==> src/rtl/adcrb_pkg.sv <==
// shared constants and carrier types of the converter control register bank
`default_nettype none
package adcrb_pkg;
    // register offsets
    localparam logic [4:0] OFS_CONTROL_A = 5'h00;
    localparam logic [4:0] OFS_CONTROL_B = 5'h01;
    localparam logic [4:0] OFS_CONTROL_C = 5'h02;
    localparam logic [4:0] OFS_CONTROL_D = 5'h03;
    localparam logic [4:0] OFS_CONTROL_E = 5'h04;
    localparam logic [4:0] OFS_SAMPLE_LEN = 5'h05;
    localparam logic [4:0] OFS_INPUT_SEL = 5'h06;
    localparam logic [4:0] OFS_COMMAND = 5'h08;
    localparam logic [4:0] OFS_EVENT_CTRL = 5'h09;
    localparam logic [4:0] OFS_IRQ_ENABLE = 5'h0A;
    localparam logic [4:0] OFS_IRQ_FLAGS = 5'h0B;
    localparam logic [4:0] OFS_DEBUG_CTRL = 5'h0C;
    localparam logic [4:0] OFS_BYTE_LATCH = 5'h0D;
    localparam logic [4:0] OFS_RESULT = 5'h10;
    localparam logic [4:0] OFS_WIN_LOW = 5'h12;
    localparam logic [4:0] OFS_WIN_HIGH = 5'h14;
    localparam logic [4:0] OFS_CALIBRATION = 5'h16;
    // writable bit masks, other bits read as zero
    localparam logic [7:0] MSK_CONTROL_A = 8'h87;
    localparam logic [7:0] MSK_CONTROL_B = 8'h07;
    localparam logic [7:0] MSK_CONTROL_C = 8'h77;
    localparam logic [7:0] MSK_CONTROL_E = 8'h07;
    localparam logic [7:0] MSK_FIVE_BIT = 8'h1F;
    localparam logic [7:0] MSK_ONE_BIT = 8'h01;
    localparam logic [7:0] MSK_TWO_BIT = 8'h03;
    // field positions
    localparam int POS_ENABLE = 0;
    localparam int POS_CONTINUOUS = 1;
    localparam int POS_RESOLUTION = 2;
    localparam int POS_STANDBY_RUN = 7;
    localparam int POS_SAMPLE_CAP = 6;
    localparam int POS_REFERENCE = 4;
    localparam int POS_FLAG_READY = 0;
    localparam int POS_FLAG_WINDOW = 1;
    // reset value of every register
    localparam logic [7:0] RST_BYTE = 8'h00;
    // window comparator modes
    localparam logic [2:0] WIN_NONE = 3'h0;
    localparam logic [2:0] WIN_BELOW = 3'h1;
    localparam logic [2:0] WIN_ABOVE = 3'h2;
    localparam logic [2:0] WIN_INSIDE = 3'h3;
    localparam logic [2:0] WIN_OUTSIDE = 3'h4;
    // accumulation code that is reserved
    localparam logic [2:0] ACC_RESERVED = 3'h7;

    typedef enum logic [0:0] {PH_IDLE, PH_WAIT} adcrb_phase_e;

    // register bus request from software
    typedef struct packed {
        logic [4:0] addr;
        logic [7:0] wdata;
        logic wr;
        logic rd;
    } adcrb_bus_req_s;

    // settings handed to the analog core
    typedef struct packed {
        logic [1:0] reference_sel;
        logic sample_cap_sel;
        logic [4:0] input_select;
        logic [4:0] sample_len;
        logic [7:0] delay_ctrl;
        logic clock_duty_trim;
    } adcrb_core_cfg_s;
endpackage
`default_nettype wire

==> src/rtl/adcrb_top.sv <==
// converter control logic and register bank
//
// Contract
// - enable bit in control A at 0 disables converter, at 1 enables it
// - writing continuous bit to 1 selects continuous conversion mode
// - continuous mode waits for software start; never starts by itself
// - continuous mode relaunches after each completion, flagged by result ready
// - resolution select 0 accumulates or stores full 10-bit samples
// - resolution select 1 keeps upper eight bits, drops two lowest
// - standby run bit decides whether converter operates during standby
// - accumulation code 0 none, 1..6 give 2 to 64 samples, 7 reserved
// - selected samples summed into result as one conversion before reporting
// - control C bit 6 selects normal or reduced sample capacitor
// - reference field: 0 internal, 1 supply, 2 external pin
// - prescaler divides peripheral clock by 2 up to 256
// - start bit reads 1 during conversion, clears itself on completion in single mode; stays set in continuous mode
// - flags cleared by writing 1 or reading result; writing 0 ignored
// - window mode raises window flag below, above, inside or outside
// - start event enabled: rising event edge sets start bit and converts
`timescale 1ns/1ps
`default_nettype none
module adcrb_top (
    input wire logic i_ref_clk,                       // peripheral clock
    input wire logic i_sys_rst,                       // synchronous reset, high
    input wire adcrb_pkg::adcrb_bus_req_s i_bus,      // register bus request
    output logic [7:0] o_rd_data,                     // read data, cycle after read
    output logic o_core_start,                        // start pulse to analog core
    input wire logic i_core_done,                     // sample done strobe
    input wire logic [9:0] i_core_sample,             // sample from analog core
    output adcrb_pkg::adcrb_core_cfg_s o_core_cfg,    // settings for analog core
    output logic o_conv_clk,                          // divided conversion clock
    output logic o_enabled,                           // enable bit of control A, stays high while standby or debug halt stops conversion
    input wire logic i_start_event,                   // asynchronous start event
    input wire logic i_standby,                       // chip in standby sleep
    input wire logic i_debug_halt,                    // cpu halted by debugger
    output logic o_result_event,                      // one-cycle result ready event
    output logic o_irq                                // level interrupt request
);

    typedef struct packed {
        logic [7:0] control_a;
        logic [7:0] control_b;
        logic [7:0] control_c;
        logic [7:0] control_d;
        logic [7:0] control_e;
        logic [7:0] sample_length_ctrl;
        logic [7:0] input_select;
        logic [7:0] event_control;
        logic [7:0] irq_enable;
        logic [7:0] irq_flags;
        logic [7:0] debug_control;
        logic [7:0] byte_latch;
        logic [7:0] calibration;
        logic [15:0] conversion_result;
        logic [15:0] window_low_threshold;
        logic [15:0] window_high_threshold;
        logic [15:0] acc;
        logic [6:0] acc_cnt;
        logic start_conversion;
        adcrb_pkg::adcrb_phase_e phase;
        logic [7:0] div_cnt;
        logic conv_clk;
        logic start_pulse;
        logic result_event;
        logic [7:0] rd_data;
        logic evt_s1;
        logic evt_s2;
        logic evt_prev;
        logic stby_s1;
        logic stby_s2;
        logic dbg_s1;
        logic dbg_s2;
    } adcrb_state_s;

    adcrb_state_s st;
    adcrb_state_s next_st;

    // number of samples summed per conversion
    function automatic logic [6:0] adcrb_acc_total(input logic [2:0] code);
        logic [6:0] total;
        total = 7'h01;
        if (code != adcrb_pkg::ACC_RESERVED) begin
            total = 7'(7'h01 << code);
        end
        return total;
    endfunction

    // window comparison on a finished result
    function automatic logic adcrb_win_hit(input logic [2:0] mode, input logic [15:0] res,
                                           input logic [15:0] lo, input logic [15:0] hi);
        logic hit;
        hit = 1'b0;
        case (mode)
            adcrb_pkg::WIN_BELOW: hit = res < lo;
            adcrb_pkg::WIN_ABOVE: hit = res > hi;
            adcrb_pkg::WIN_INSIDE: hit = (res > lo) && (res < hi);
            adcrb_pkg::WIN_OUTSIDE: hit = (res < lo) || (res > hi);
            default: hit = 1'b0;
        endcase
        return hit;
    endfunction

    ////////////////////////////////////////////////////////////////////////////////////////
    // next-state logic
    always_comb begin
        logic active;
        logic evt_rise;
        logic kick;
        logic [7:0] flag_set;
        logic [7:0] flag_clr;
        logic [15:0] sample_val;
        logic [15:0] sum;
        next_st = st;
        active = 1'b0;
        evt_rise = 1'b0;
        kick = 1'b0;
        flag_set = 8'h00;
        flag_clr = 8'h00;
        sample_val = 16'h0000;
        sum = 16'h0000;
        next_st.start_pulse = 1'b0;
        next_st.result_event = 1'b0;
        next_st.rd_data = 8'h00;

        // pin synchronisers, second stage feeds logic
        next_st.evt_s1 = i_start_event;
        next_st.evt_s2 = st.evt_s1;
        next_st.evt_prev = st.evt_s2;
        next_st.stby_s1 = i_standby;
        next_st.stby_s2 = st.stby_s1;
        next_st.dbg_s1 = i_debug_halt;
        next_st.dbg_s2 = st.dbg_s1;

        next_st.div_cnt = st.div_cnt + 8'h01;
        next_st.conv_clk = st.div_cnt[st.control_c[2:0]];

        active = st.control_a[adcrb_pkg::POS_ENABLE];
        if (st.stby_s2 && !st.control_a[adcrb_pkg::POS_STANDBY_RUN]) begin
            active = 1'b0;
        end
        if (st.dbg_s2 && !st.debug_control[0]) begin
            active = 1'b0;
        end

        evt_rise = st.evt_s2 && !st.evt_prev && st.event_control[0];

        // register writes
        if (i_bus.wr) begin
            case (i_bus.addr)
                adcrb_pkg::OFS_CONTROL_A: next_st.control_a = i_bus.wdata & adcrb_pkg::MSK_CONTROL_A;
                adcrb_pkg::OFS_CONTROL_B: next_st.control_b = i_bus.wdata & adcrb_pkg::MSK_CONTROL_B;
                adcrb_pkg::OFS_CONTROL_C: next_st.control_c = i_bus.wdata & adcrb_pkg::MSK_CONTROL_C;
                adcrb_pkg::OFS_CONTROL_D: next_st.control_d = i_bus.wdata;
                adcrb_pkg::OFS_CONTROL_E: next_st.control_e = i_bus.wdata & adcrb_pkg::MSK_CONTROL_E;
                adcrb_pkg::OFS_SAMPLE_LEN: begin
                    next_st.sample_length_ctrl = i_bus.wdata & adcrb_pkg::MSK_FIVE_BIT;
                end
                adcrb_pkg::OFS_INPUT_SEL: next_st.input_select = i_bus.wdata & adcrb_pkg::MSK_FIVE_BIT;
                adcrb_pkg::OFS_COMMAND: kick = i_bus.wdata[0];
                adcrb_pkg::OFS_EVENT_CTRL: next_st.event_control = i_bus.wdata & adcrb_pkg::MSK_ONE_BIT;
                adcrb_pkg::OFS_IRQ_ENABLE: next_st.irq_enable = i_bus.wdata & adcrb_pkg::MSK_TWO_BIT;
                adcrb_pkg::OFS_IRQ_FLAGS: flag_clr = i_bus.wdata & adcrb_pkg::MSK_TWO_BIT;
                adcrb_pkg::OFS_DEBUG_CTRL: next_st.debug_control = i_bus.wdata & adcrb_pkg::MSK_ONE_BIT;
                adcrb_pkg::OFS_BYTE_LATCH: next_st.byte_latch = i_bus.wdata;
                // low byte parks in latch, high byte commits both
                adcrb_pkg::OFS_WIN_LOW: next_st.byte_latch = i_bus.wdata;
                adcrb_pkg::OFS_WIN_LOW + 5'h01: begin
                    next_st.window_low_threshold = {i_bus.wdata, st.byte_latch};
                end
                adcrb_pkg::OFS_WIN_HIGH: next_st.byte_latch = i_bus.wdata;
                adcrb_pkg::OFS_WIN_HIGH + 5'h01: begin
                    next_st.window_high_threshold = {i_bus.wdata, st.byte_latch};
                end
                adcrb_pkg::OFS_CALIBRATION: next_st.calibration = i_bus.wdata & adcrb_pkg::MSK_ONE_BIT;
                default: next_st.calibration = st.calibration;
            endcase
        end

        // register reads, data one cycle later
        if (i_bus.rd) begin
            case (i_bus.addr)
                adcrb_pkg::OFS_CONTROL_A: next_st.rd_data = st.control_a;
                adcrb_pkg::OFS_CONTROL_B: next_st.rd_data = st.control_b;
                adcrb_pkg::OFS_CONTROL_C: next_st.rd_data = st.control_c;
                adcrb_pkg::OFS_CONTROL_D: next_st.rd_data = st.control_d;
                adcrb_pkg::OFS_CONTROL_E: next_st.rd_data = st.control_e;
                adcrb_pkg::OFS_SAMPLE_LEN: next_st.rd_data = st.sample_length_ctrl;
                adcrb_pkg::OFS_INPUT_SEL: next_st.rd_data = st.input_select;
                adcrb_pkg::OFS_COMMAND: next_st.rd_data = {7'h00, st.start_conversion};
                adcrb_pkg::OFS_EVENT_CTRL: next_st.rd_data = st.event_control;
                adcrb_pkg::OFS_IRQ_ENABLE: next_st.rd_data = st.irq_enable;
                adcrb_pkg::OFS_IRQ_FLAGS: next_st.rd_data = st.irq_flags;
                adcrb_pkg::OFS_DEBUG_CTRL: next_st.rd_data = st.debug_control;
                adcrb_pkg::OFS_BYTE_LATCH: next_st.rd_data = st.byte_latch;
                adcrb_pkg::OFS_RESULT: begin
                    next_st.rd_data = st.conversion_result[7:0];
                    next_st.byte_latch = st.conversion_result[15:8];
                    flag_clr = adcrb_pkg::MSK_TWO_BIT;
                end
                adcrb_pkg::OFS_WIN_LOW: begin
                    next_st.rd_data = st.window_low_threshold[7:0];
                    next_st.byte_latch = st.window_low_threshold[15:8];
                end
                adcrb_pkg::OFS_WIN_HIGH: begin
                    next_st.rd_data = st.window_high_threshold[7:0];
                    next_st.byte_latch = st.window_high_threshold[15:8];
                end
                // high bytes come from the latch
                adcrb_pkg::OFS_RESULT + 5'h01: next_st.rd_data = st.byte_latch;
                adcrb_pkg::OFS_WIN_LOW + 5'h01: next_st.rd_data = st.byte_latch;
                adcrb_pkg::OFS_WIN_HIGH + 5'h01: next_st.rd_data = st.byte_latch;
                adcrb_pkg::OFS_CALIBRATION: next_st.rd_data = st.calibration;
                default: next_st.rd_data = 8'h00;
            endcase
        end

        // start bit set by software or event
        if (active && (kick || evt_rise)) begin
            next_st.start_conversion = 1'b1;
        end

        // conversion sequencer
        case (st.phase)
            adcrb_pkg::PH_IDLE: begin
                if (active && st.start_conversion) begin
                    next_st.start_pulse = 1'b1;
                    next_st.phase = adcrb_pkg::PH_WAIT;
                end
            end
            adcrb_pkg::PH_WAIT: begin
                if (i_core_done) begin
                    if (st.control_a[adcrb_pkg::POS_RESOLUTION]) begin
                        sample_val = {8'h00, i_core_sample[9:2]};
                    end else begin
                        sample_val = {6'h00, i_core_sample};
                    end
                    sum = st.acc + sample_val;
                    next_st.acc = sum;
                    next_st.acc_cnt = st.acc_cnt + 7'h01;
                    if (st.acc_cnt + 7'h01 >= adcrb_acc_total(st.control_b[2:0])) begin
                        next_st.conversion_result = sum;
                        next_st.acc = 16'h0000;
                        next_st.acc_cnt = 7'h00;
                        next_st.result_event = 1'b1;
                        flag_set[adcrb_pkg::POS_FLAG_READY] = 1'b1;
                        flag_set[adcrb_pkg::POS_FLAG_WINDOW] = adcrb_win_hit(
                            st.control_e[2:0], sum, st.window_low_threshold,
                            st.window_high_threshold);
                        // continuous relaunch, parked in idle while gated
                        if (st.control_a[adcrb_pkg::POS_CONTINUOUS]) begin
                            next_st.start_pulse = active;
                            if (!active) begin
                                next_st.phase = adcrb_pkg::PH_IDLE;
                            end
                        end else begin
                            next_st.start_conversion = 1'b0;
                            next_st.phase = adcrb_pkg::PH_IDLE;
                        end
                    end else begin
                        next_st.start_pulse = 1'b1;
                    end
                end
            end
            default: next_st.phase = adcrb_pkg::PH_IDLE;
        endcase

        if (!st.control_a[adcrb_pkg::POS_ENABLE]) begin
            next_st.phase = adcrb_pkg::PH_IDLE;
            next_st.start_conversion = 1'b0;
            next_st.start_pulse = 1'b0;
            next_st.acc = 16'h0000;
            next_st.acc_cnt = 7'h00;
        end

        // sticky flags, a set beats a clear
        next_st.irq_flags = (st.irq_flags & ~flag_clr) | flag_set;
    end

    ////////////////////////////////////////////////////////////////////////////////////////
    // state register
    always_ff @(posedge i_ref_clk) begin
        if (i_sys_rst) begin
            st <= '0;
        end else begin
            st <= next_st;
        end
    end

    ////////////////////////////////////////////////////////////////////////////////////////
    // outputs
    assign o_rd_data = st.rd_data;
    assign o_core_start = st.start_pulse;
    assign o_conv_clk = st.conv_clk;
    assign o_enabled = st.control_a[adcrb_pkg::POS_ENABLE];
    assign o_result_event = st.result_event;
    assign o_irq = |(st.irq_flags & st.irq_enable);

    assign o_core_cfg.reference_sel = st.control_c[adcrb_pkg::POS_REFERENCE +: 2];
    assign o_core_cfg.sample_cap_sel = st.control_c[adcrb_pkg::POS_SAMPLE_CAP];
    assign o_core_cfg.input_select = st.input_select[4:0];
    assign o_core_cfg.sample_len = st.sample_length_ctrl[4:0];
    assign o_core_cfg.delay_ctrl = st.control_d;
    assign o_core_cfg.clock_duty_trim = st.calibration[0];

endmodule
`default_nettype wire

==> config.mk <==
export PLATFORM = sky130hd
export DESIGN_NAME = adcrb_top
export DESIGN_NICKNAME = d
export VERILOG_FILES = /design/src/rtl/adcrb_pkg.sv /design/src/rtl/adcrb_top.sv
export SDC_FILE = /design/constraint.sdc
export NUM_CORES = 1
export LEC_CHECK = 0
export ABC_AREA = 1
export BUFFER_PORTS_ARGS = -buffer_cell sky130_fd_sc_hd__buf_2
export CORE_ASPECT_RATIO = 0.5
export CORE_UTILIZATION = 55
export CTS_CLUSTER_DIAMETER = 100
export CTS_CLUSTER_SIZE = 14
export DETAILED_ROUTE_END_ITERATION = 10
export GPL_TIMING_DRIVEN = 0
export PLACE_DENSITY_LB_ADDON = 0.05
export SYNTH_ARGS = -nofsm -noshare
export SYNTH_HDL_FRONTEND = slang
export SYNTH_SLANG_ARGS = --single-unit
export TNS_END_PERCENT = 20
==> constraint.sdc <==
create_clock -name i_ref_clk -period 3.8 [get_ports i_ref_clk]
set_input_delay 0.76 -clock i_ref_clk [delete_from_list [all_inputs] [get_ports i_ref_clk]]
set_output_delay 0.76 -clock i_ref_clk [all_outputs]
set_load 0.03 [all_outputs]
==> results by stage, run 1 <==
Outcome:
- The flow ran to the end, and the final reports show no timing, DRC or antenna violations.

Timing:
- The final-report max-slew violation count is 0.
- The count of final hold-check violations was 0.
- The transition time at the pin with the least slew margin is 0.7846 ns.
- The final-layout setup total negative slack is 0 ns.
- The final worst clock skew is 0.009153 ns.
- The final critical-path setup slack is 0.1653 ns.
- Static timing analysis puts the maximum clock frequency at 275.1 MHz.
- The tightest hold path in the finished design has a slack of 0.4132 ns.
- Of the available clock period, the critical path in the final layout requires 95.65%.
- Measured against its own limit, the worst slew margin works out to 47.69%.
- The shortest clock period the worst path allows after layout is 3.635 ns.
- Setup violations remaining at the end of the flow were counted as 0.

Clocking:
- Clock latency on the worst-skew pair, taken at its later pin, is 0.44 ns.
- The root cell of the clock tree is clkbuf_16.
- The TritonCTS sink count is 148.
- The maximum level of the CTS H-tree is 4.
- The clock-pin slew of the registers on the worst-case setup and hold paths is 0.07 ns.
- Buffers inserted during clock tree synthesis total 17.
- The maximum clock path buffer count is 2.
- TritonCTS built the clock tree.

Drt:
- The detailed router finished its first iteration with 807 violations.
- The first detailed-routing pass ran for 5 iterations.
- Summing over every cut layer, the via total after detailed routing is 8101.
- In the final routed layout, each cell accounts on average for 18.59 um.
- The number of design rule violations left after detail routing is 0.
- The post-detailed-routing wire length is 26480 um.
- The final antenna-violating net count is 0.
- Dividing the detail-routed via count by the number of cells gives 5.689.

Synthesis:
- Synthesis inferred 148 register bits.
- When the netlist entered floorplanning its net count stood at 1214.
- The fraction of post-synthesis cell area in the top cell type by area is 35.90%.
- The post-synthesis cell count is 1131.
- After synthesis, the mean cell area works out to 7.297 um2.
- Summing every instance area after synthesis gives 8253 um2.
- After synthesis, the share of flip-flops with an asynchronous set or reset is 0%.
- The dominant synthesized flop cell is dfxtp_1.
- The Yosys step of the flow raised 0 warnings.
- Counting flops with a built-in enable in the synthesized netlist gives 0.
- Ranked by total cell area, the synthesized netlist is headed by dfxtp_1 (36%), nand2_1 (9.3%), a21oi_1 (8.6%).
- The dominant cell type by area after synthesis is dfxtp_1.
- The fraction of the yosys area taken by sequential cells is 35.90%.
- Counting distinct cell types in the post-synthesis netlist gives 55.

Critical path:
- The worst path required time is 4.17 ns.
- The startpoint class of the critical path is a register.
- The endpoint class of the critical path is a register.
- The largest fanout on the critical path is 6.
- Data on the critical path arrives at its endpoint at 4.00 ns.
- The path type of the worst setup path is reg -> reg.

Placed design:
- Port buffering added 62 buffers.
- The cell area after placement is 8811 um2.
- Before CTS, the worst setup slack after placement is -0.4307 ns.
- The placed instance count is 1391.
- The weighted congestion at the end of routability-driven global placement is 0.9326.
- Detailed placement finished with a half-perimeter wire length of 19880 um.

Die:
- The placeable core region is 14550 um2.
- 66 I/O pins were placed.
- The floorplan step set the die height to 88.62 um.
- In this run the horizontal extent of the chip is 175.2 um.
- The number of placement rows is 31.
- The initial core utilization is 56.74%.
- The die covers 15530 um2.

Layout:
- For this run, the post-layout net count is 1296.
- The final non-filler cell total is 1424.
- 0 antenna diodes ended up in the layout.
- The area of the multi-input gates is 4354 um2.
- Once layout is complete, the utilization of the core stands at 65.45%.
- The number of fill cells in the layout is 1355.
- The fraction of final layout cells sized beyond drive strength 1 is 16.80%.
- The relative area change from synthesis to final layout is 15.34%.
- The sequential cell area is 2967 um2.
- The cell area after layout is 9519 um2.

GRT:
- In the global route stage, overall resource usage came out at 34.61%.
- The number of global-route vias before repair is 7215.
- The first-pass GRT wire length is 39450 um.
- The number of antenna violations at the first check in global routing is 1.
- Entering global routing, the biggest net connects 17 pins.
- For this run the aggregate overflow at the end of global routing stands at 0.

Hold path:
- The type of the worst min-delay path is reg -> reg.

Power:
- The worst-case IR drop observed on VDD is 321.3 uV.
- After layout, the design draws a total of 3.653 mW.
- In this run the static leakage power is 4.114 nW.
- Power spread over the standard cell area amounts to 383.7 nW/um2.

Run:
- The tool flagged a number of max-cap violations equal to 0.
## synthesized netlist by cell type, drive strengths merged, types with 2 or more instances
cell type,count
nand4,6
a211oi,15
buf,51
clkbuf,18
dfxtp,148
nand3,51
xnor2,4
a31oi,9
clkinv,2
xor2,10
mux2,2
inv,148
o21ai,102
nand3b,4
nand2,215
nor3,12
nor2,93
o211ai,2
o221ai,8
a21o,2
o22ai,13
o21bai,4
and2,2
a221oi,6
a21oi,144
ha,51
## flip-flops by register name, summed over array words and instances (netlist names)
| signal | cells |
|---|---|
| o_result_event | 1 |
| o_rd_data | 8 |
| o_core_start | 1 |
| o_core_cfg | 22 |
| next_st | 4 |
| o_enabled | 1 |
| o_conv_clk | 1 |
| st | 110 |
## cell families after synthesis
kind of cell             share of synthesized area [%]
AND/OR/NAND/NOR                                  20.80
AO/OA/AOI/OAI                                    21.12
buffers and inverters                            12.26
flip-flops                                       35.90
adder cells (fa/ha/maj)                          7.975
XOR/XNOR                                         1.668
multiplexers                                    0.2729
## report_power, final
part | switching (mW) | internal (mW)
clock network | 0.738 | 1.04
logic | 0.199 | 0.0880
registers | 0.0155 | 1.57
## critical path, cell delays in order, from the launching register on
cell,delay (ns)
dfxtp_4,0.40
buf_8,0.16
mux2_2,0.23
ha_1,0.16
inv_1,0.06
fa_1,0.42
inv_1,0.11
nand3_1,0.09
nand2_1,0.10
xor2_1,0.48
ha_1,0.25
a21oi_1,0.06
o21ai_0,0.26
nand2_1,0.13
nand3_1,0.16
nand2_1,0.07
nand2_1,0.06
nand2_1,0.04
nand3_1,0.08
nand2_1,0.10
a21oi_1,0.14
## placed cells by master, fill, tap and decap left out, drive strengths merged, types with 13 or more instances in the layout
cell	instances
dfxtp	148
a21oi	144
nor2	93
o22ai	13
nand3	51
a211oi	15
o21ai	102
nand2	215
inv	152
clkbuf	35
buf	115
ha	51
## worst paths after layout
kind	from	endpoint	slack (ns)	cells past startpoint
max	st[197]	st[124]	0.17	20
min	next_st[0]	st[0]	0.41	2
max reg2reg	st[197]	st[124]	0.17	20
min reg2reg	next_st[0]	st[0]	0.41	2
## layer usage
layer / share of wire [%] / global-route usage, % / up-vias
met3: 11 / 8.162 / 39
met1: 46 / 49.01 / 3771
met4: 1.6 / 9.249 / 2
li1: - / - / 3901
met2: 41 / 52.96 / 388
met5: 0.049 / 0 / -
## cell type report
| class | instances | share of cell area [%] |
|---|---|---|
| Clock inverter | 14 | 1.853 |
| Sequential cell | 148 | 31.16 |
| Buffer | 68 | 4.692 |
| Inverter | 150 | 5.941 |
| Tap cell | 198 | 2.603 |
| Timing Repair Buffer | 64 | 3.496 |
| Multi-Input combinational cell | 764 | 45.74 |
| Clock buffer | 18 | 4.508 |
## what timing repair did
action	in CTS	in global routing
setup buffers	0	2
hold buffers	0	0
pin swaps	0	5
hold endpoints to repair	0	0
endpoints found under the setup margin	1	1
gates resized for setup	3	20
No activity file was read; power rests on OpenSTA's default activity.
==> inputs of run 2 (changes only) <==
--- a/config.mk
+++ b/config.mk
@@ -7,13 +7,13 @@
 export LEC_CHECK = 0
 export ABC_AREA = 1
 export BUFFER_PORTS_ARGS = -buffer_cell sky130_fd_sc_hd__buf_2
-export CORE_ASPECT_RATIO = 0.5
 export CORE_UTILIZATION = 55
 export CTS_CLUSTER_DIAMETER = 100
 export CTS_CLUSTER_SIZE = 14
 export DETAILED_ROUTE_END_ITERATION = 10
 export GPL_TIMING_DRIVEN = 0
 export PLACE_DENSITY_LB_ADDON = 0.05
+export SETUP_SLACK_MARGIN = 0.2
 export SYNTH_ARGS = -nofsm -noshare
 export SYNTH_HDL_FRONTEND = slang
 export SYNTH_SLANG_ARGS = --single-unit
==> run 2 against run 1 <==
- clock-buffer cell count did not move
- routed wire length fell by 6.6%
- die area fell by 0.20%
- combinational power rose by 2%
- setup slack improved by 0.10 ns
- sequential power barely moved
- utilization rose by 1.3 points
- sequential cell count did not move
- total power rose by 2.0%
- critical endpoint unchanged
- largest power group unchanged
==> results by stage, run 2 (same netlist as run 1, synthesis figures left out) <==
Outcome:
- Result of the run: completed (unchanged).

Layout:
- The final net count was 1305 (was 1296).
- The number of flip-flops in the largest register is 110 (unchanged).
- The cell area after layout was 9734 um2 (was 9519 um2).
- The final non-filler cell total came to 1419 (was 1424).
- The fraction of final layout cells sized beyond drive strength 1 was 19.27% (was 16.80%).
- The most frequent standard cell in the layout excluding fill and tap cells is nand2_1 (unchanged).
- Commonest cells after routing, fill and taps aside: nand2_1 (196), dfxtp_1 (148), inv_1 (135) (was nand2_1 (203), dfxtp_1 (147), a21oi_1 (138)).
- The utilization after layout came to 66.72% (was 65.45%).
- The number of fill cells in the layout is 1335 (was 1355).
- The relative area change from synthesis to final layout is 17.95% (was 15.34%).
- The register with the most flip-flops was st (unchanged).
- The antenna diode count is 0 (unchanged).

Timing:
- The worst-case hold slack came to 0.4077 ns (was 0.4132 ns).
- The shortest clock period the worst path allows after layout was 3.533 ns (was 3.635 ns).
- The transition time at the pin with the least slew margin is 0.8021 ns (was 0.7846 ns).
- The total of endpoints with negative setup slack in the final report is 0 (unchanged).
- The final-layout setup total negative slack was 0 ns (unchanged).
- The count of final hold-check violations is 0 (unchanged).
- The final critical-path setup slack was 0.2667 ns (was 0.1653 ns).
- The share of the cycle needed by the critical path after routing is 92.98% (was 95.65%).
- The final-report max-slew violation count came to 0 (unchanged).
- Setup repair after global routing left no endpoint under its margin.
- The worst slew margin relative to its limit came to 46.53% (was 47.69%).
- The maximum clock frequency was 283.0 MHz (was 275.1 MHz).
- The final worst clock skew was 0.006401 ns (was 0.009153 ns).

Drt:
- The via density per instance is 5.658 (was 5.689).
- The average routed wire per standard cell is 17.42 um (was 18.59 um).
- The detailed router's first-iteration violation count is 704 (was 807).
- The final antenna-violating net count came to 0 (unchanged).
- The number of design rule violations left after detail routing is 0 (unchanged).
- The post-detailed-routing wire length is 24720 um (was 26480 um).
- The total via count in the routed design came to 8029 (was 8101).
- The number of search-and-repair iterations in the first detailed-routing pass came to 7 (was 5).

Critical path:
- The worst setup slack for register-to-register paths is 0.27 ns (was 0.17 ns).
- The cell depth of the worst flop-to-flop path is 22 (was 20).
- The reg-to-reg startpoint is st[197] (unchanged).
- The startpoint class of the critical path is a register (unchanged).
- The path type of the worst setup path is reg -> reg (unchanged).
- The worst path required time is 4.08 ns (was 4.17 ns).
- The endpoint class of the critical path is a register (unchanged).
- The data arrival time at the worst-slack endpoint is 3.82 ns (was 4.00 ns).
- The largest fanout on the critical path is 10 (was 6).
- The capturing point of the worst reg2reg path is st[124] (unchanged).

Clocking:
- The CTS tree is built (unchanged).
- The root cell of the clock tree is clkbuf_16 (unchanged).
- The number of buffers created by CTS came to 17 (unchanged).
- The insertion delay of the later-clocked pin in the worst-skew pair came to 0.44 ns (about the same).
- The maximum clock path buffer count is 2 (unchanged).
- The TritonCTS sink count came to 148 (unchanged).
- The maximum level of the CTS H-tree is 4 (unchanged).
- The clock-pin slew of the registers on the worst-case setup and hold paths is 0.06 ns (was 0.07 ns).
- The cts-stage hold buffer count is 0 (unchanged).

Die:
- The height of the chip is 124.5 um (was 88.62 um).
- The area of the die is 15500 um2 (was 15530 um2).
- The die width is 124.5 um (was 175.2 um).
- The I/O pin count is 66 (unchanged).
- The number of placement rows is 44 (was 31).
- The initial core utilization is 56.57% (was 56.74%).
- The placeable core region came to 14590 um2 (was 14550 um2).

Power:
- The static leakage is 4.187 nW (was 4.114 nW).
- The total power divided by cell area is 382.7 nW/um2 (was 383.7 nW/um2).
- The maximum vdd ir drop was 382.4 uV (was 321.3 uV).
- The final total power is 3.726 mW (was 3.653 mW).

GRT:
- The maximum number of pins on one net before global-route repair is 17 (unchanged).
- The final global-route overflow total is 0 (unchanged).
- The overall track demand over capacity in global routing is 31.48% (was 34.61%).
- The number of antenna violations at the first check in global routing is 0 (was 1).
- The first-pass GRT wire length is 37980 um (was 39450 um).
- The number of global-route vias before repair is 7239 (was 7215).

Placed design:
- The detailed-placement wirelength estimate came to 18370 um (was 19880 um).
- The cell area after placement was 8793 um2 (was 8811 um2).
- The weighted congestion at the end of routability-driven global placement is 0.9639 (was 0.9326).
- The worst slack at placement is -0.3413 ns (was -0.4307 ns).
- The placed instance count is 1377 (was 1391).
- The number of input and output port buffers inserted is 62 (unchanged).

Hold path:
- The beginning of the worst hold path is next_st[2] (was next_st[0]).
- The sink of the worst hold path is st[2] (was st[0]).
- The type of the worst min-delay path is reg -> reg (unchanged).
- The instance count along the most critical hold path is 2 (unchanged).

Run:
- The number of violations of the max-capacitance limit is 0 (unchanged).
==> run 2: changes by cell type in the layout (fill, tap and decap cells not counted), sizes merged <==
cell      change
bufinv        +1
clkinv        -2
buf          +10
clkbuf        -1
clkinvlp      +1
==> run 2: layout make-up <==
type / instances / area [um2] / share of cell area [%]
sequential: 148 / 2963 / 30.44
buffer: 69 / 465.4 / 4.781
clock buffer: 18 / 439.2 / 4.512
inverter: 150 / 565.5 / 5.810
timing repair buffer: 72 / 389.1 / 3.997
tap: 184 / 230.2 / 2.365
clock inverter: 14 / 198.9 / 2.044
multi-input combinational: 764 / 4483 / 46.05
==> run 2: per-layer routing <==
metal	wire, um	global-route usage, %	part of all wire (%)
met5	0	0	0
met3	1945	6.400	7.9
met1	10880	43.05	44
met4	583	11.27	2.4
met2	11310	49.04	46
==> run 2: what timing repair did <==
| item | in CTS | in global routing |
|---|---|---|
| setup buffers | 2 | 8 |
| endpoints found under the setup margin | 1 | 1 |
| pin swaps | 3 | 24 |
| resized for setup | 9 | 47 |
==> run 2: where the power goes <==
| group | switching (mW) | internal [mW] | total, mW |
|---|---|---|---|
| sequential | 0.0139 | 1.57 | 1.59 |
| clock | 0.723 | 1.12 | 1.85 |
| combinational | 0.197 | 0.0949 | 0.292 |
==> run 2: critical path, stage by stage, from the launching register on <==
cell and delay (ns):
dfxtp_1 0.31, buf_6 0.14, buf_8 0.14, nand2_1 0.05
o21ai_1 0.07, ha_1 0.37, a21oi_2 0.26, o21ai_4 0.11
o211ai_1 0.20, nand2_1 0.15, xor2_2 0.23, ha_1 0.31
nand2_2 0.07, nor2_4 0.12, nand2_2 0.08, nor2_1 0.14
nand4_1 0.19, nand2_1 0.12, nand2_1 0.05, nand2_1 0.05
nand3_1 0.07, nand2_1 0.09, a21oi_1 0.07
==> run 2: worst max-delay path by stage <==
stage	from	end	slack, ns
2_1_floorplan	i_core_sample[1]	st[124]	0.50
3_3_place_gp	st[197]	st[124]	-0.29
3_5_place_dp	st[197]	st[124]	-0.34
4_1_cts	st[197]	st[124]	0.20
5_1_grt	st[197]	st[124]	0.10
6_report	st[197]	st[124]	0.27
==> inputs of run 3 (changes only) <==
--- a/config.mk
+++ b/config.mk
@@ -7,12 +7,13 @@
 export LEC_CHECK = 0
 export ABC_AREA = 1
 export BUFFER_PORTS_ARGS = -buffer_cell sky130_fd_sc_hd__buf_2
-export CORE_UTILIZATION = 55
+export CORE_UTILIZATION = 50
 export CTS_CLUSTER_DIAMETER = 100
 export CTS_CLUSTER_SIZE = 14
 export DETAILED_ROUTE_END_ITERATION = 10
 export GPL_TIMING_DRIVEN = 0
 export PLACE_DENSITY_LB_ADDON = 0.05
+export RECOVER_POWER = 100
 export SETUP_SLACK_MARGIN = 0.2
 export SYNTH_ARGS = -nofsm -noshare
 export SYNTH_HDL_FRONTEND = slang
==> run 3 against run 2 <==
- worst hold slack got worse by 0.0061 ns
- global-route usage fell by 1.3 points
- highest routed layer unchanged
- sequential power barely moved
- combinational power rose by 1%
- fmax rose by 1.6%
- register-to-register slack improved by 0.06 ns
- utilization fell by 5.9 points
==> results by stage, run 3 (same netlist as run 1, synthesis figures left out) <==
Timing:
- The final worst clock skew came to 0.01043 ns (was 0.006401 ns).
- The maximum clock frequency is 287.6 MHz (was 283.0 MHz).
- The share of the cycle needed by the critical path after routing is 91.49% (was 92.98%).
- The transition time at the pin with the least slew margin is 0.8271 ns (was 0.8021 ns).
- The final-report max-slew violation count was 0 (unchanged).
- The worst slew margin relative to its limit is 44.86% (was 46.53%).
- RSZ-0062 raised after global routing: false (unchanged).
- The worst-case hold slack was 0.4016 ns (was 0.4077 ns).
- The total of endpoints with negative setup slack in the final report came to 0 (unchanged).
- The count of final hold-check violations was 0 (unchanged).
- The shortest clock period the worst path allows after layout is 3.477 ns (was 3.533 ns).

Layout:
- The final net count is 1310 (was 1305).
- The antenna diode count is 0 (unchanged).
- The utilization after layout is 60.78% (was 66.72%).
- The number of flip-flops in the largest register was 110 (unchanged).
- The area of the multi-input gates came to 4491 um2 (was 4483 um2).
- The most frequent standard cell in the layout excluding fill and tap cells was nand2_1 (unchanged).
- The number of fill cells in the layout came to 1565 (was 1335).
- The fraction of final layout cells sized beyond drive strength 1 is 15.65% (was 19.27%).
- The register with the most flip-flops is st (unchanged).
- The final non-filler cell total came to 1456 (was 1419).
- Commonest cells after routing, fill and taps aside: nand2_1 (190), dfxtp_1 (147), inv_1 (138) (was nand2_1 (196), dfxtp_1 (148), inv_1 (135)).
- The sequential cell area is 2967 um2 (was 2963 um2).
- The relative area change from synthesis to final layout is 17.83% (was 17.95%).

Drt:
- The via density per instance is 5.509 (was 5.658).
- The average routed wire per standard cell was 17.54 um (was 17.42 um).
- The number of search-and-repair iterations in the first detailed-routing pass came to 5 (was 7).
- The post-detailed-routing wire length was 25530 um (was 24720 um).
- The final antenna-violating net count is 0 (unchanged).
- The detailed router's first-iteration violation count was 687 (was 704).
- The total via count in the routed design came to 8021 (was 8029).
- The number of design rule violations left after detail routing is 0 (unchanged).

Die:
- The initial core utilization is 51.58% (was 56.57%).
- The number of placement rows is 46 (was 44).
- The area of the die is 17020 um2 (was 15500 um2).
- The placeable core region was 16000 um2 (was 14590 um2).
- The die width is 130.5 um (was 124.5 um).
- The I/O pin count came to 66 (unchanged).
- The height of the chip came to 130.5 um (was 124.5 um).

Power:
- The total power divided by cell area was 366.7 nW/um2 (was 382.7 nW/um2).
- The maximum vdd ir drop is 327.2 uV (was 382.4 uV).
- The static leakage is 3.998 nW (was 4.187 nW).

Critical path:
- The endpoint class of the critical path is a register (unchanged).
- The startpoint class of the critical path is a register (unchanged).
- The start point of the critical path is st[197] (unchanged).
- The largest fanout on the critical path is 5 (was 10).
- The worst setup slack for register-to-register paths is 0.32 ns (was 0.27 ns).
- The reg-to-reg startpoint is st[197] (unchanged).
- The worst path required time is 4.09 ns (was 4.08 ns).
- The cell depth of the worst flop-to-flop path is 26 (was 22).
- The data arrival time at the worst-slack endpoint is 3.77 ns (was 3.82 ns).
- The capturing point of the worst reg2reg path is st[124] (unchanged).
- The path type of the worst setup path is reg -> reg (unchanged).

Clocking:
- The maximum level of the CTS H-tree is 4 (unchanged).
- The maximum clock path buffer count came to 2 (unchanged).
- The cts-stage hold buffer count is 0 (unchanged).
- The clock-pin slew of the registers on the worst-case setup and hold paths is 0.07 ns (was 0.06 ns).
- The root cell of the clock tree is clkbuf_16 (unchanged).
- The TritonCTS sink count is 148 (unchanged).
- The insertion delay of the later-clocked pin in the worst-skew pair was 0.44 ns (about the same).
- The number of buffers created by CTS is 17 (unchanged).
- The CTS tree is built (unchanged).

GRT:
- The final global-route overflow total is 0 (unchanged).
- The number of antenna violations at the first check in global routing is 0 (unchanged).
- The first-pass GRT wire length is 38110 um (was 37980 um).
- The maximum number of pins on one net before global-route repair is 17 (unchanged).
- The overall track demand over capacity in global routing came to 30.18% (was 31.48%).
- The number of global-route vias before repair is 7052 (was 7239).

Placed design:
- The detailed-placement wirelength estimate is 18880 um (was 18370 um).
- The number of input and output port buffers inserted is 62 (unchanged).
- The placed instance count is 1409 (was 1377).
- The weighted congestion at the end of routability-driven global placement is 0.9526 (was 0.9639).

Outcome:
- Result of the run: completed (unchanged).

Hold path:
- The sink of the worst hold path is st[2] (unchanged).
- The instance count along the most critical hold path was 2 (unchanged).
- The type of the worst min-delay path is reg -> reg (unchanged).
- The beginning of the worst hold path is next_st[2] (unchanged).

Run:
- The number of violations of the max-capacitance limit was 0 (unchanged).
run 3: cell types whose count changed in the layout (fill, tap and decap cells not counted), sizes merged:
cell / delta
clkbuf: +54
buf: -48
bufinv: -3
clkinv: +1
inv: +1
run 3: worst max-delay path by stage:
stage / cells after the start / slack (ns) / end
2_1_floorplan: 24 / 0.50 / st[124]
3_3_place_gp: 24 / -0.40 / st[124]
3_5_place_dp: 24 / -0.39 / st[124]
4_1_cts: 24 / 0.23 / st[124]
5_1_grt: 15 / 0.14 / st[85]
6_report: 26 / 0.32 / st[124]
run 3: where the power goes:
group | leakage (nW) | total (mW) | internal, mW | switching, mW
registers | 1.20 | 1.58 | 1.57 | 0.0141
logic | 2.53 | 0.296 | 0.0959 | 0.200
clock network | 0.275 | 1.69 | 0.939 | 0.746
run 3: area by class of cell:
| cell class | instances | share of cell area (%) |
|---|---|---|
| Clock inverter | 13 | 1.402 |
| Sequential cell | 148 | 30.51 |
| Clock buffer | 19 | 4.555 |
| Timing Repair Buffer | 77 | 4.220 |
| Tap cell | 216 | 2.779 |
| Buffer | 69 | 4.542 |
| Multi-Input combinational cell | 764 | 46.18 |
| Inverter | 150 | 5.816 |
run 3: per-stage QoR:
step                power [mW]  TNS [ns]  setup slack [ns]  cell area (um2)
finish                   3.566         0            0.3233             9724
global route             3.673         0            0.1359             9724
CTS                      3.555         0            0.2257             9493
detailed placement       1.891   -0.3941           -0.3941             8833
global placement         1.888   -0.4031           -0.4031             8833
floorplan                1.794         0            0.5031             8253
run 3: critical path, cell delays in order (launching register included):
cell and delay, ns:
dfxtp_4 0.40, buf_12 0.14, buf_8 0.11, nor2_1 0.04, a21oi_1 0.14, ha_2 0.33
nand2_1 0.09, nand2_2 0.07, a21oi_2 0.20, buf_4 0.15, a31oi_4 0.09, inv_1 0.06
nand2_1 0.05, nand2_2 0.07, inv_2 0.06, ha_1 0.28, nand2_2 0.06, nor2_4 0.13
nand2_2 0.08, nor2_1 0.13, nand4_1 0.20, nand2_1 0.12, nand2_1 0.05, nand2_1 0.06
nand3_2 0.07, nand2_2 0.08, a21oi_2 0.05
run 3: repair_timing:
action	in CTS	in global routing
gates cloned	0	2
endpoints found under the setup margin	1	1
pin swaps	5	28
resized for setup	12	68
buffers inserted	4	9
run 3: metal layers:
layer	up-vias	wire length, um	GRT usage, %
met5	-	0	0
met4	0	614	11.22
met3	50	1653	5.537
met2	272	11690	48.47
met1	3767	11580	40.42
li1	3932	-	-
